## src/common/dpu_pkg.sv

```systemverilog
// Constants and types shared by the dual data pointer unit.
package dpu_pkg;

	// Pointer width and byte layout.
	localparam int PTR_W = 24;
	localparam int BYTE_W = 8;
	localparam int LOW_LSB = 0;
	localparam int HIGH_LSB = 8;
	localparam int PAGE_LSB = 16;

	// Register addresses on the core's special register bus.
	localparam logic [7:0] CTRL_ADDR = 8'hA7;
	localparam logic [7:0] PTR_LOW_ADDR = 8'hA4;
	localparam logic [7:0] PTR_HIGH_ADDR = 8'hA5;
	localparam logic [7:0] PTR_PAGE_ADDR = 8'hA6;

	// Field positions inside the pointer control register.
	localparam int SEL_BIT = 0;
	localparam int MAIN_MODE_LSB = 2;
	localparam int SHADOW_MODE_LSB = 4;
	localparam int TOGGLE_BIT = 6;

	// Reset values and the unit step.
	localparam logic [7:0] CTRL_RESET = 8'h00;
	localparam logic [23:0] PTR_RESET = 24'h000000;
	localparam logic [7:0] READ_ZERO = 8'h00;
	localparam logic [23:0] PTR_ONE = 24'h000001;

	// Automatic update chosen per pointer.
	typedef enum logic [1:0] {
		DPU_MODE_STD = 2'b00,
		DPU_MODE_INC = 2'b01,
		DPU_MODE_DEC = 2'b10,
		DPU_MODE_TGL = 2'b11
	} dpu_mode_t;

	// Addressing of a completed move instruction.
	typedef enum logic [1:0] {
		DPU_ADDR_PTR = 2'b00,
		DPU_ADDR_PC = 2'b01,
		DPU_ADDR_REG = 2'b10,
		DPU_ADDR_NONE = 2'b11
	} dpu_addr_t;

	// Which pointer byte an address names.
	typedef enum logic [1:0] {
		DPU_BYTE_LOW = 2'b00,
		DPU_BYTE_HIGH = 2'b01,
		DPU_BYTE_PAGE = 2'b10,
		DPU_BYTE_NONE = 2'b11
	} dpu_byte_t;

endpackage

```

## src/dpu_top.sv

```systemverilog
// Dual data pointer unit: control register, pointer banking and auto update.

module dpu_top
(
	// Clock and reset.
	input wire logic clk_i,
	input wire logic rst_n_i,
	// Special register bus from the core.
	input wire logic [7:0] sfr_addr_i,
	input wire logic sfr_wr_i,
	input wire logic sfr_rd_i,
	input wire logic [7:0] sfr_wdata_i,
	output logic [7:0] sfr_rdata_o,
	output logic sfr_hit_o,
	// Instruction operations on the active pointer.
	input wire logic ptr_load_i,
	input wire logic [dpu_pkg::PTR_W-1:0] ptr_load_val_i,
	input wire logic ptr_inc_i,
	input wire logic move_done_i,
	input wire dpu_pkg::dpu_addr_t move_addr_i,
	// Pointer state seen by the core.
	output logic [dpu_pkg::PTR_W-1:0] active_pointer_o,
	output logic pointer_select_o
);

	// Control register fields.
	logic pointer_select_r;
	logic auto_toggle_enable_r;
	dpu_pkg::dpu_mode_t shadow_mode_r;
	dpu_pkg::dpu_mode_t main_mode_r;

	// Output and read-back flops.
	logic [dpu_pkg::PTR_W-1:0] active_pointer_r;
	logic [dpu_pkg::PTR_W-1:0] active_pointer_nxt;
	logic [7:0] sfr_rdata_r;
	logic [7:0] sfr_rdata_nxt;
	logic sfr_hit_r;

	// Pointer storage and steps.
	logic [dpu_pkg::PTR_W-1:0] main_ptr;
	logic [dpu_pkg::PTR_W-1:0] shadow_ptr;
	logic [dpu_pkg::PTR_W-1:0] main_step;
	logic [dpu_pkg::PTR_W-1:0] shadow_step;
	logic [dpu_pkg::PTR_W-1:0] main_ptr_nxt;
	logic [dpu_pkg::PTR_W-1:0] shadow_ptr_nxt;

	// Decoded requests.
	// All of these are combinational; all but ctrl_value live for one cycle only.
	dpu_pkg::dpu_byte_t wr_byte;
	dpu_pkg::dpu_byte_t rd_byte;
	logic ctrl_wr;
	logic byte_wr;
	logic qual_move;
	logic [7:0] ctrl_value;

	// Maps a bus address onto one of the three pointer bytes.
	// An unmapped address yields the none code, which every consumer treats as no access.
	function automatic dpu_pkg::dpu_byte_t decode_byte(input logic [7:0] addr);
		dpu_pkg::dpu_byte_t b;
		b = dpu_pkg::DPU_BYTE_NONE;
		if (addr == dpu_pkg::PTR_LOW_ADDR)
			b = dpu_pkg::DPU_BYTE_LOW;
		else if (addr == dpu_pkg::PTR_HIGH_ADDR)
			b = dpu_pkg::DPU_BYTE_HIGH;
		else if (addr == dpu_pkg::PTR_PAGE_ADDR)
			b = dpu_pkg::DPU_BYTE_PAGE;
		return b;
	endfunction

	// Picks one byte out of a pointer; a non-pointer address reads zero.
	function automatic logic [7:0] pick_byte(input logic [dpu_pkg::PTR_W-1:0] ptr, input dpu_pkg::dpu_byte_t b);
		logic [7:0] v;
		v = dpu_pkg::READ_ZERO;
		unique case (b)
			dpu_pkg::DPU_BYTE_LOW: v = ptr[dpu_pkg::LOW_LSB +: dpu_pkg::BYTE_W];
			dpu_pkg::DPU_BYTE_HIGH: v = ptr[dpu_pkg::HIGH_LSB +: dpu_pkg::BYTE_W];
			dpu_pkg::DPU_BYTE_PAGE: v = ptr[dpu_pkg::PAGE_LSB +: dpu_pkg::BYTE_W];
			dpu_pkg::DPU_BYTE_NONE: v = dpu_pkg::READ_ZERO;
		endcase
		return v;
	endfunction

	// Bus and move decode.
	// Reads and writes share one decoder, since the bus carries one address per cycle.
	assign wr_byte = decode_byte(sfr_addr_i);
	assign rd_byte = wr_byte;
	assign ctrl_wr = sfr_wr_i && (sfr_addr_i == dpu_pkg::CTRL_ADDR);
	assign byte_wr = sfr_wr_i && (wr_byte != dpu_pkg::DPU_BYTE_NONE);
	// Program-counter and register-indirect moves never touch the pointers.
	assign qual_move = move_done_i && (move_addr_i == dpu_pkg::DPU_ADDR_PTR);

	// Control register image; bits seven and one are not stored and read as zero.
	// Leaving bit one unstored is what lets an increment of the whole register flip the select alone.
	always_comb
	begin
		ctrl_value = dpu_pkg::READ_ZERO;
		ctrl_value[dpu_pkg::SEL_BIT] = pointer_select_r;
		ctrl_value[dpu_pkg::MAIN_MODE_LSB +: 2] = main_mode_r;
		ctrl_value[dpu_pkg::SHADOW_MODE_LSB +: 2] = shadow_mode_r;
		ctrl_value[dpu_pkg::TOGGLE_BIT] = auto_toggle_enable_r;
	end

	// Each pointer steps by its own mode field.
	// The step modules are purely combinational; stored values change only in the pointer registers.
	dpu_ptr_step u_main_step
	(
		.ptr_i(main_ptr),
		.mode_i(main_mode_r),
		.step_o(main_step)
	);

	dpu_ptr_step u_shadow_step
	(
		.ptr_i(shadow_ptr),
		.mode_i(shadow_mode_r),
		.step_o(shadow_step)
	);

	// The main pointer takes every operation only while it is selected.
	// Gating every enable with the select keeps the inactive pointer frozen, whatever the core does.
	dpu_ptr_reg u_main_ptr
	(
		.clk_i(clk_i),
		.rst_n_i(rst_n_i),
		.wr_en_i(byte_wr && !pointer_select_r),
		.wr_byte_i(wr_byte),
		.wr_data_i(sfr_wdata_i),
		.load_en_i(ptr_load_i && !pointer_select_r),
		.load_val_i(ptr_load_val_i),
		.inc_en_i(ptr_inc_i && !pointer_select_r),
		.step_en_i(qual_move && !pointer_select_r),
		.step_val_i(main_step),
		.ptr_o(main_ptr)
	);

	// The shadow pointer takes every operation only while it is selected.
	dpu_ptr_reg u_shadow_ptr
	(
		.clk_i(clk_i),
		.rst_n_i(rst_n_i),
		.wr_en_i(byte_wr && pointer_select_r),
		.wr_byte_i(wr_byte),
		.wr_data_i(sfr_wdata_i),
		.load_en_i(ptr_load_i && pointer_select_r),
		.load_val_i(ptr_load_val_i),
		.inc_en_i(ptr_inc_i && pointer_select_r),
		.step_en_i(qual_move && pointer_select_r),
		.step_val_i(shadow_step),
		.ptr_o(shadow_ptr)
	);

	// Select bit: a bus write wins over an automatic swap in the same cycle.
	// Letting the write win means software can always force a known pointer, even inside a loop.
	// The swap uses the old select, so the pointer that did the move is the one stepped first.
	always_ff @(posedge clk_i)
	begin
		if (!rst_n_i)
			pointer_select_r <= dpu_pkg::CTRL_RESET[dpu_pkg::SEL_BIT];
		else if (ctrl_wr)
			pointer_select_r <= sfr_wdata_i[dpu_pkg::SEL_BIT];
		else if (qual_move && auto_toggle_enable_r)
			pointer_select_r <= !pointer_select_r;
	end

	// Mode fields and toggle enable change only by bus writes.
	// They never step by themselves, so a copy of them taken on the bus side stays exact.
	always_ff @(posedge clk_i)
	begin
		if (!rst_n_i)
		begin
			auto_toggle_enable_r <= dpu_pkg::CTRL_RESET[dpu_pkg::TOGGLE_BIT];
			shadow_mode_r <= dpu_pkg::dpu_mode_t'(dpu_pkg::CTRL_RESET[dpu_pkg::SHADOW_MODE_LSB +: 2]);
			main_mode_r <= dpu_pkg::dpu_mode_t'(dpu_pkg::CTRL_RESET[dpu_pkg::MAIN_MODE_LSB +: 2]);
		end
		else if (ctrl_wr)
		begin
			auto_toggle_enable_r <= sfr_wdata_i[dpu_pkg::TOGGLE_BIT];
			shadow_mode_r <= dpu_pkg::dpu_mode_t'(sfr_wdata_i[dpu_pkg::SHADOW_MODE_LSB +: 2]);
			main_mode_r <= dpu_pkg::dpu_mode_t'(sfr_wdata_i[dpu_pkg::MAIN_MODE_LSB +: 2]);
		end
	end

	// Next pointer values mirror the priority inside the pointer registers.
	// Any change to the priority in the pointer module must be made here too, or the
	// registered active pointer will drift one cycle away from the stored one.
	always_comb
	begin
		main_ptr_nxt = main_ptr;
		shadow_ptr_nxt = shadow_ptr;
		if (!pointer_select_r)
		begin
			if (byte_wr)
				main_ptr_nxt = main_ptr;
			else if (ptr_load_i)
				main_ptr_nxt = ptr_load_val_i;
			else if (ptr_inc_i)
				main_ptr_nxt = main_ptr + dpu_pkg::PTR_ONE;
			else if (qual_move)
				main_ptr_nxt = main_step;
			if (byte_wr)
			begin
				unique case (wr_byte)
					dpu_pkg::DPU_BYTE_LOW: main_ptr_nxt[dpu_pkg::LOW_LSB +: dpu_pkg::BYTE_W] = sfr_wdata_i;
					dpu_pkg::DPU_BYTE_HIGH: main_ptr_nxt[dpu_pkg::HIGH_LSB +: dpu_pkg::BYTE_W] = sfr_wdata_i;
					dpu_pkg::DPU_BYTE_PAGE: main_ptr_nxt[dpu_pkg::PAGE_LSB +: dpu_pkg::BYTE_W] = sfr_wdata_i;
					dpu_pkg::DPU_BYTE_NONE: main_ptr_nxt = main_ptr;
				endcase
			end
		end
		else
		begin
			if (byte_wr)
				shadow_ptr_nxt = shadow_ptr;
			else if (ptr_load_i)
				shadow_ptr_nxt = ptr_load_val_i;
			else if (ptr_inc_i)
				shadow_ptr_nxt = shadow_ptr + dpu_pkg::PTR_ONE;
			else if (qual_move)
				shadow_ptr_nxt = shadow_step;
			if (byte_wr)
			begin
				unique case (wr_byte)
					dpu_pkg::DPU_BYTE_LOW: shadow_ptr_nxt[dpu_pkg::LOW_LSB +: dpu_pkg::BYTE_W] = sfr_wdata_i;
					dpu_pkg::DPU_BYTE_HIGH: shadow_ptr_nxt[dpu_pkg::HIGH_LSB +: dpu_pkg::BYTE_W] = sfr_wdata_i;
					dpu_pkg::DPU_BYTE_PAGE: shadow_ptr_nxt[dpu_pkg::PAGE_LSB +: dpu_pkg::BYTE_W] = sfr_wdata_i;
					dpu_pkg::DPU_BYTE_NONE: shadow_ptr_nxt = shadow_ptr;
				endcase
			end
		end
	end

	// The core's address comes from a flop, so it must track the next select and next pointers.
	// A plain copy of the selected pointer would lag one cycle behind every swap.
	always_comb
	begin
		logic sel_nxt;
		sel_nxt = pointer_select_r;
		if (ctrl_wr)
			sel_nxt = sfr_wdata_i[dpu_pkg::SEL_BIT];
		else if (qual_move && auto_toggle_enable_r)
			sel_nxt = !pointer_select_r;
		active_pointer_nxt = sel_nxt ? shadow_ptr_nxt : main_ptr_nxt;
	end

	// Registered copy of the active pointer.
	// Reset clears it together with both pointers, so the first read after reset is consistent.
	always_ff @(posedge clk_i)
	begin
		if (!rst_n_i)
			active_pointer_r <= dpu_pkg::PTR_RESET;
		else
			active_pointer_r <= active_pointer_nxt;
	end

	// Read data, one cycle after the strobe; only the selected pointer is visible.
	// A read in the same cycle as a write returns the value from before that write.
	always_comb
	begin
		if (sfr_addr_i == dpu_pkg::CTRL_ADDR)
			sfr_rdata_nxt = ctrl_value;
		else if (pointer_select_r)
			sfr_rdata_nxt = pick_byte(shadow_ptr, rd_byte);
		else
			sfr_rdata_nxt = pick_byte(main_ptr, rd_byte);
	end

	// Read answer and hit flag hold until the next read strobe.
	// Holding the answer lets a slow core take it at any later cycle.
	always_ff @(posedge clk_i)
	begin
		if (!rst_n_i)
		begin
			sfr_rdata_r <= dpu_pkg::READ_ZERO;
			sfr_hit_r <= 1'b0;
		end
		else if (sfr_rd_i)
		begin
			sfr_rdata_r <= sfr_rdata_nxt;
			sfr_hit_r <= (sfr_addr_i == dpu_pkg::CTRL_ADDR) || (rd_byte != dpu_pkg::DPU_BYTE_NONE);
		end
	end

	// Outputs straight from flops.
	// No output comes from combinational logic, so the core sees clean timing.
	assign sfr_rdata_o = sfr_rdata_r;
	assign sfr_hit_o = sfr_hit_r;
	assign active_pointer_o = active_pointer_r;
	assign pointer_select_o = pointer_select_r;

endmodule // dpu_top

```

## src/dpu_ptr_step.sv

```systemverilog
// Next value of one pointer after a qualifying move, by its update mode.
module dpu_ptr_step
(
	// Current pointer and mode.
	input wire logic [dpu_pkg::PTR_W-1:0] ptr_i,
	input wire dpu_pkg::dpu_mode_t mode_i,
	// Stepped pointer.
	output logic [dpu_pkg::PTR_W-1:0] step_o
);

	// Increment and decrement wrap around the full 24 bits.
	always_comb
	begin
		unique case (mode_i)
			dpu_pkg::DPU_MODE_STD: step_o = ptr_i;
			dpu_pkg::DPU_MODE_INC: step_o = ptr_i + dpu_pkg::PTR_ONE;
			dpu_pkg::DPU_MODE_DEC: step_o = ptr_i - dpu_pkg::PTR_ONE;
			dpu_pkg::DPU_MODE_TGL: step_o = ptr_i ^ dpu_pkg::PTR_ONE;
		endcase
	end

endmodule // dpu_ptr_step

```

## src/dpu_ptr_reg.sv

```systemverilog
// One 24-bit pointer with byte writes, loads, increments and auto steps.
module dpu_ptr_reg
(
	// Clock and reset.
	input wire logic clk_i,
	input wire logic rst_n_i,
	// Byte write from the register bus.
	input wire logic wr_en_i,
	input wire dpu_pkg::dpu_byte_t wr_byte_i,
	input wire logic [dpu_pkg::BYTE_W-1:0] wr_data_i,
	// Instruction operations.
	input wire logic load_en_i,
	input wire logic [dpu_pkg::PTR_W-1:0] load_val_i,
	input wire logic inc_en_i,
	input wire logic step_en_i,
	input wire logic [dpu_pkg::PTR_W-1:0] step_val_i,
	// Stored pointer.
	output logic [dpu_pkg::PTR_W-1:0] ptr_o
);

	logic [dpu_pkg::PTR_W-1:0] ptr_r;

	// A bus write beats a load, which beats an increment, which beats an auto step.
	always_ff @(posedge clk_i)
	begin
		if (!rst_n_i)
			ptr_r <= dpu_pkg::PTR_RESET;
		else if (wr_en_i)
		begin
			unique case (wr_byte_i)
				dpu_pkg::DPU_BYTE_LOW: ptr_r[dpu_pkg::LOW_LSB +: dpu_pkg::BYTE_W] <= wr_data_i;
				dpu_pkg::DPU_BYTE_HIGH: ptr_r[dpu_pkg::HIGH_LSB +: dpu_pkg::BYTE_W] <= wr_data_i;
				dpu_pkg::DPU_BYTE_PAGE: ptr_r[dpu_pkg::PAGE_LSB +: dpu_pkg::BYTE_W] <= wr_data_i;
				dpu_pkg::DPU_BYTE_NONE: ptr_r <= ptr_r;
			endcase
		end
		else if (load_en_i)
			ptr_r <= load_val_i;
		else if (inc_en_i)
			ptr_r <= ptr_r + dpu_pkg::PTR_ONE;
		else if (step_en_i)
			ptr_r <= step_val_i;
	end

	assign ptr_o = ptr_r;

endmodule // dpu_ptr_reg

```

## config.mk

```make
export PLATFORM = sky130hd
export DESIGN_NAME = dpu_top
export DESIGN_NICKNAME = d
export VERILOG_FILES = /design/src/common/dpu_pkg.sv /design/src/dpu_top.sv /design/src/dpu_ptr_step.sv /design/src/dpu_ptr_reg.sv
export SDC_FILE = /design/constraint.sdc
export NUM_CORES = 1
export LEC_CHECK = 0
export ABC_AREA = 1
export BUFFER_PORTS_ARGS = -buffer_cell sky130_fd_sc_hd__buf_2
export CAP_MARGIN = 20
export CELL_PAD_IN_SITES_DETAIL_PLACEMENT = 2
export CELL_PAD_IN_SITES_GLOBAL_PLACEMENT = 2
export CORE_UTILIZATION = 32
export CTS_BUF_LIST = sky130_fd_sc_hd__clkbuf_4 sky130_fd_sc_hd__clkbuf_8
export DETAILED_ROUTE_END_ITERATION = 8
export HOLD_SLACK_MARGIN = 0.12
export PLACE_DENSITY = 0.8
export SLEW_MARGIN = 10
export SYNTH_ARGS = -nofsm -noshare
export SYNTH_HDL_FRONTEND = slang
export SYNTH_SLANG_ARGS = --single-unit
```

## constraint.sdc

```tcl
create_clock -name clk_i -period 2.93 [get_ports clk_i]
set_input_delay 0.586 -clock clk_i [delete_from_list [all_inputs] [get_ports clk_i]]
set_output_delay 0.586 -clock clk_i [all_outputs]
set_load 0.005 [all_outputs]
```

==> results of run 1 <==
[cell type report]
type	instances	area, sq um	area share (%)
Tap cell	448	561	4.46
Timing Repair Buffer	223	1520	12.1
Multi-Input combinational cell	1688	7950	63.2
Inverter	162	611	4.86
Sequential cell	87	1740	13.9
Clock buffer	10	138	1.10
Clock inverter	6	48.8	0.388
[worst max path at each step]
| stage | slack [ns] | cells past startpoint | end |
|---|---|---|---|
| floorplan | 0.17 | 16 | u_shadow_ptr.ptr_o[22]$_SDFFE_PN0P_ |
| global placement | -0.04 | 13 | u_main_ptr.ptr_o[11]$_SDFFE_PN0P_ |
| detailed placement | -0.21 | 13 | u_main_ptr.ptr_o[11]$_SDFFE_PN0P_ |
| CTS | 0.18 | 13 | u_main_ptr.ptr_o[15]$_SDFFE_PN0P_ |
| global route | 0.03 | 14 | active_pointer_o[17]$_SDFF_PN0_ |
| finish | 0.18 | 14 | active_pointer_o[17]$_SDFF_PN0_ |
[what timing repair did]
item | 4_1_cts | 5_1_grt
setup endpoints to repair | 0 | 4
gates resized for setup | 0 | 3
hold buffers | 0 | 0
[routing by layer]
metal,GRT usage [%],vias to the layer above,part of all wire (%),wire [um]
li1,-,7100,-,-
met1,49.4,8038,40,29000
met2,65.5,716,45,32300
met3,5.29,252,6.2,4470
met4,30.5,0,8.3,5950
met5,0,-,0,0
[stage by stage]
step	TNS [ns]	power [mW]	hold WS, ns	cell area [sq um]	std cells
after CTS	0	3.40	0.481	12600	2624
final	0	3.44	0.489	12600	2624
after global placement	-0.190	2.43	0.463	12400	2608
after floorplan	0	1.96	0.452	11000	2080
after detailed placement	-1.13	2.48	0.474	12400	2608
after global routing	0	3.56	0.520	12600	2624
[cells by family after synthesis]
logic type               Yosys count  share of synthesized area, %
XOR/XNOR                          13                          1.04
multiplexers                       1                        0.0914
adder cells (fa/ha/maj)            9                          1.03
buffers and inverters            305                          11.6
AND/OR/NAND/NOR                 1105                          42.1
AO/OA/AOI/OAI                    560                          28.3
flip-flops                        87                          15.9
[sequential cells by signal, summed over array words and instances (netlist names)]
name                  cells
sfr_rdata_o               8
auto_toggle_enable_r      1
main_mode_r               2
sfr_hit_o                 1
u_shadow_ptr.ptr_o       24
u_main_ptr.ptr_o         24
active_pointer_o         24
shadow_mode_r             2
pointer_select_o          1
[where the power goes]
part	internal [mW]	total [mW]	switching, mW
registers	1.24	1.34	0.0999
clock network	0.341	0.931	0.590
logic	0.344	1.16	0.820
total	1.93	3.44	1.51
[critical path: cells and delay by family, from the launching register on]
kind,cells,cell delay (ns)
AND/OR/NAND/NOR,13,1.69
AO/OA/AOI/OAI,1,0.24
flip-flops,1,0.68
[layout by cell type (no fill, tap or decap), drive strengths merged, types with 3 or more instances in the layout]
cell and n:
clkinv 3, clkbuf 10, a221oi 6, a21oi 226, xor2 13, ha 9, o2111ai 4, inv 162
nand2 659, or2 5, nand3 168, o221ai 8, buf 223, nor2 227, o21ai 200, and2 3
dfxtp 87, o21bai 13, clkinvlp 3, nor3 15, a31oi 39, nand4 25, o22ai 29, o211ai 30
==> summary.txt, run 1 <==
cell taking the most area after synthesis -> nand2_1
first-pass GRT wire length -> 107,000 um
drc violations -> 0
startpoint types -> flip-flop
Crit path required time -> 3.23 ns
number of synthesized flops with an enable pin -> 0
max_slew headroom -> 45.5%
WL per Instance -> 27.3 um
Area Overhead vs Synth -> 14.7%
CTS tree -> done
R2R Path End -> active_pointer_o[17]$_SDFF_PN0_
worst r2r src -> u_main_ptr.ptr_o[5]$_SDFFE_PN0P_
largest net degree at the start of global routing -> 72
layout cells sized above 1 -> 13.4%
core area -> 33,600 sq um
Hold EP -> sfr_rdata_o[2]$_SDFFE_PN0P_
top area cells in the synthesized netlist -> nand2_1 (22%), dfxtp_1 (16%), a21oi_1 (10%)
pwr dens -> 274 nW/um^2
Reg clk slew, reported paths -> 0.13 ns
CP Max Fanout -> 10
Die X -> 187 um
Max stage delay on crit path -> 0.68 ns
min cycle time layout -> 2.75 ns
beginning of the worst hold path -> sfr_rdata_o[2]$_SDFFE_PN0P_
Syn Nets -> 2,138
Post-Synthesis Cell Area -> 11,000 sq um
Post-Route WL -> 71,700 um
leakage power -> 5.81 nW
synthesized flop and latch total -> 87
worst setup margin -> 0.177 ns
flop2flop setup slack -> 0.18 ns
Peak VDD IR -> 181 uV
fin crit share -> 94.0%
initial DRC count -> 1,302
gr usage total -> 40.6%
FP Rows -> 67
outcome -> finished clean
DR pass1 iterations -> 5
overall via count from detail_route -> 16,106
Slew Limit Fails -> 0
gp weighted congestion -> 0.991
final hold vios -> 0
vias in the first global route -> 16,743
Final Setup Violations -> 0
Initial Utilization -> 32.6%
Filler Cells Inserted -> 4,472
DP Worst Slack -> -0.207 ns
Main synth FF type -> dfxtp_1
hold path cells -> 2
Crit. End Element -> flip-flop
hpwl dp -> 57,000 um
post-synth cell types -> 47
# port buffers -> 82
grt total ovfl -> 0
crit path DAT -> 3.05 ns
Boundary Pins -> 83
nets -> 2,229
via/cell ratio -> 6.14
insertion delay to the later sink of the worst-skew pair -> 0.44 ns
clock root buffer -> clkbuf_8
crit path kind -> flip-flop to flip-flop
Ys Warns -> 0
sequential share of the synthesized area -> 15.9%
Yosys top cell area share -> 22.3%
cell repeated most along the worst path -> nand2_1
CP Launch Point -> u_main_ptr.ptr_o[5]$_SDFFE_PN0P_
CTS Sinks -> 87
Die Footprint -> 35,000 sq um
worst-margin pin slew -> 0.817 ns
Max H-tree Level -> 3
unrepaired setup endpoints after global routing -> no
Clock Skew -> 0.0265 ns
top-count cell post-synth -> nand2_1
initial antenna violation count -> 0
Inserted Clock Buffers -> 9
Mapped Cells -> 2,080
Layout Utilization -> 37.4%
Die Y -> 187 um
Worst R2R Path Depth -> 14
clk buf depth -> 2
most frequent cells after synthesis -> nand2_1 (651), a21oi_1 (225), nor2_1 (206)
max cap viols -> 0
highest clock rate -> 363 MHz
post-route ant nets -> 0
HP Class -> flip-flop to flip-flop
Post-CTS Setup Bufs -> 0
Slowest cell on crit path -> dfxtp_1
CP Cell Sequence -> nand2_1 > nor2_1 > nand3_1 > o21ai_2 > nand3_1 > nand3_1 > nand2_1 > nand2_1 > nand2_1 > nand2_1 > nand2_1 > nand2_1 > nand2_1 > nor2_1
# diodes -> 0
syn avg cell area -> 5.27 sq um
ys async rst share -> 0%
Note: power is estimated with default switching activity, not from simulation.
==> inputs of run 2 (changes only) <==
CORE_UTILIZATION = 31   (was 32)
CTS_BUF_LIST = unset   (was sky130_fd_sc_hd__clkbuf_4 sky130_fd_sc_hd__clkbuf_8)
PLACE_DENSITY = 0.77   (was 0.8)
==> summary.txt, run 2 (synthesized netlist as in run 1, its figures left out) <==
outcome -> finished clean (unchanged)
# diodes -> 0 (unchanged)
fin crit share -> 97.6% (was 94.0%)
Boundary Pins -> 83 (unchanged)
Area Overhead vs Synth -> 16.0% (was 14.7%)
core area -> 34,600 sq um (was 33,600 sq um)
Clock Skew -> 0.0114 ns (was 0.0265 ns)
Final Setup Violations -> 0 (unchanged)
FP Rows -> 68 (was 67)
commonest non-fill, non-tap cell in the layout -> nand2_1 (unchanged)
pwr dens -> 293 nW/um^2 (was 274 nW/um^2)
HP Class -> flip-flop to flip-flop (unchanged)
layout cells sized above 1 -> 13.6% (was 13.4%)
via/cell ratio -> 6.04 (was 6.14)
WL per Instance -> 27.2 um (was 27.3 um)
Max H-tree Level -> 3 (unchanged)
Crit. End Element -> flip-flop (unchanged)
first-pass GRT wire length -> 106,000 um (was 107,000 um)
met2 routed WL -> 33,400 um (was 32,300 um)
insertion delay to the later sink of the worst-skew pair -> 0.38 ns (was 0.44 ns)
crit path DAT -> 3.09 ns (was 3.05 ns)
Post-CTS Setup Bufs -> 0 (unchanged)
clock root buffer -> clkbuf_16 (was clkbuf_8)
Metal-1 WL -> 29,600 um (was 29,000 um)
gr usage total -> 39.6% (was 40.6%)
final hold vios -> 0 (unchanged)
hpwl dp -> 57,800 um (was 57,000 um)
largest net degree at the start of global routing -> 72 (unchanged)
CTS Sinks -> 87 (unchanged)
Slew Limit Fails -> 0 (unchanged)
grt total ovfl -> 0 (unchanged)
vias in the first global route -> 16,474 (was 16,743)
DR pass1 iterations -> 6 (was 5)
Inserted Clock Buffers -> 9 (unchanged)
leakage power -> 5.88 nW (was 5.81 nW)
Post-Route WL -> 71,700 um (about the same)
# port buffers -> 82 (unchanged)
cts hold-fix bufs -> 0 (unchanged)
Die Footprint -> 36,100 sq um (was 35,000 sq um)
min cycle time layout -> 2.86 ns (was 2.75 ns)
commonest cells after routing, fill and taps aside -> nand2_1 (651), a21oi_1 (224), nor2_1 (206) (was nand2_1 (651), a21oi_1 (224), nor2_1 (205))
gp weighted congestion -> 0.967 (was 0.991)
Crit path required time -> 3.16 ns (was 3.23 ns)
initial antenna violation count -> 1 (was 0)
max layer used -> met5 (was met4)
max cap viols -> 0 (unchanged)
CP Max Fanout -> 11 (was 10)
startpoint types -> input port (was flip-flop)
Die X -> 190 um (was 187 um)
max_slew headroom -> 43.6% (was 45.5%)
Reg clk slew, reported paths -> 0.08 ns (was 0.13 ns)
post-route ant nets -> 0 (unchanged)
highest clock rate -> 350 MHz (was 363 MHz)
Peak VDD IR -> 195 uV (was 181 uV)
Initial Utilization -> 31.6% (was 32.6%)
Layout Utilization -> 36.7% (was 37.4%)
DR WL met3 -> 3760 um (was 4470 um)
nets -> 2,233 (was 2,229)
crit path kind -> input port to flip-flop (was flip-flop to flip-flop)
Fin Hold WS -> 0.472 ns (was 0.489 ns)
clk buf depth -> 2 (unchanged)
overall via count from detail_route -> 15,907 (was 16,106)
Die Y -> 190 um (was 187 um)
CTS tree -> done (unchanged)
initial DRC count -> 1,463 (was 1,302)
drc violations -> 0 (unchanged)
worst-margin pin slew -> 0.846 ns (was 0.817 ns)
==> run 2: final cells by class <==
cell class                      count  area, sq um
Fill cell                        4655        21900
Multi-Input combinational cell   1688         7950
Sequential cell                    87         1740
Timing Repair Buffer              227         1550
Inverter                          162          611
Tap cell                          455          569
Clock buffer                       10          239
Clock inverter                      6         50.0
==> run 2: stage by stage <==
step	power [mW]	area [sq um]	TNS [ns]	std cells	setup slack, ns
finish	3.73	12700	0	2635	0.0716
CTS	3.69	12700	0	2635	0.0488
detailed placement	2.49	12400	-3.08	2619	-0.326
global placement	2.44	12400	-1.90	2619	-0.215
global route	3.85	12700	-0.00104	2635	-0.00104
floorplan	1.96	11000	0	2080	0.174
==> run 2: metal layers <==
| layer | track usage (%) | up-vias |
|---|---|---|
| li1 | - | 7120 |
| met1 | 49.0 | 8012 |
| met2 | 66.4 | 584 |
| met3 | 3.30 | 189 |
| met4 | 24.5 | 2 |
| met5 | 0 | - |
==> run 2: what timing repair did <==
item                                    4_1_cts  5_1_grt
endpoints found under the hold margin         0        0
resized for setup                             0        4
endpoints found under the setup margin        0        9
==> run 2: critical path, stage by stage <==
cell	delay, ns
buf_2	0.10
or2_1	0.24
inv_1	0.09
nand3_1	0.16
buf_4	0.23
ha_1	0.22
inv_1	0.20
buf_4	0.24
o22ai_1	0.16
o21ai_0	0.38
nand2_1	0.13
o221ai_1	0.25
a21oi_1	0.10
==> run 2: worst paths after layout <==
kind	startpoint	depth (start not counted)	slack [ns]	endpoint
max	sfr_addr_i[3]	13	0.07	sfr_rdata_o[6]$_SDFFE_PN0P_
min	sfr_rdata_o[7]$_SDFFE_PN0P_	2	0.47	sfr_rdata_o[7]$_SDFFE_PN0P_
max reg2reg	u_main_ptr.ptr_o[1]$_SDFFE_PN0P_	15	0.23	active_pointer_o[14]$_SDFF_PN0_
min reg2reg	sfr_rdata_o[7]$_SDFFE_PN0P_	2	0.47	sfr_rdata_o[7]$_SDFFE_PN0P_
==> run 2: where the power goes <==
group | leakage [nW] | internal [mW] | switching (mW)
logic | 5.04 | 0.344 | 0.810
registers | 0.713 | 1.24 | 0.101
clock network | 0.136 | 0.611 | 0.617
total | 5.88 | 2.20 | 1.53
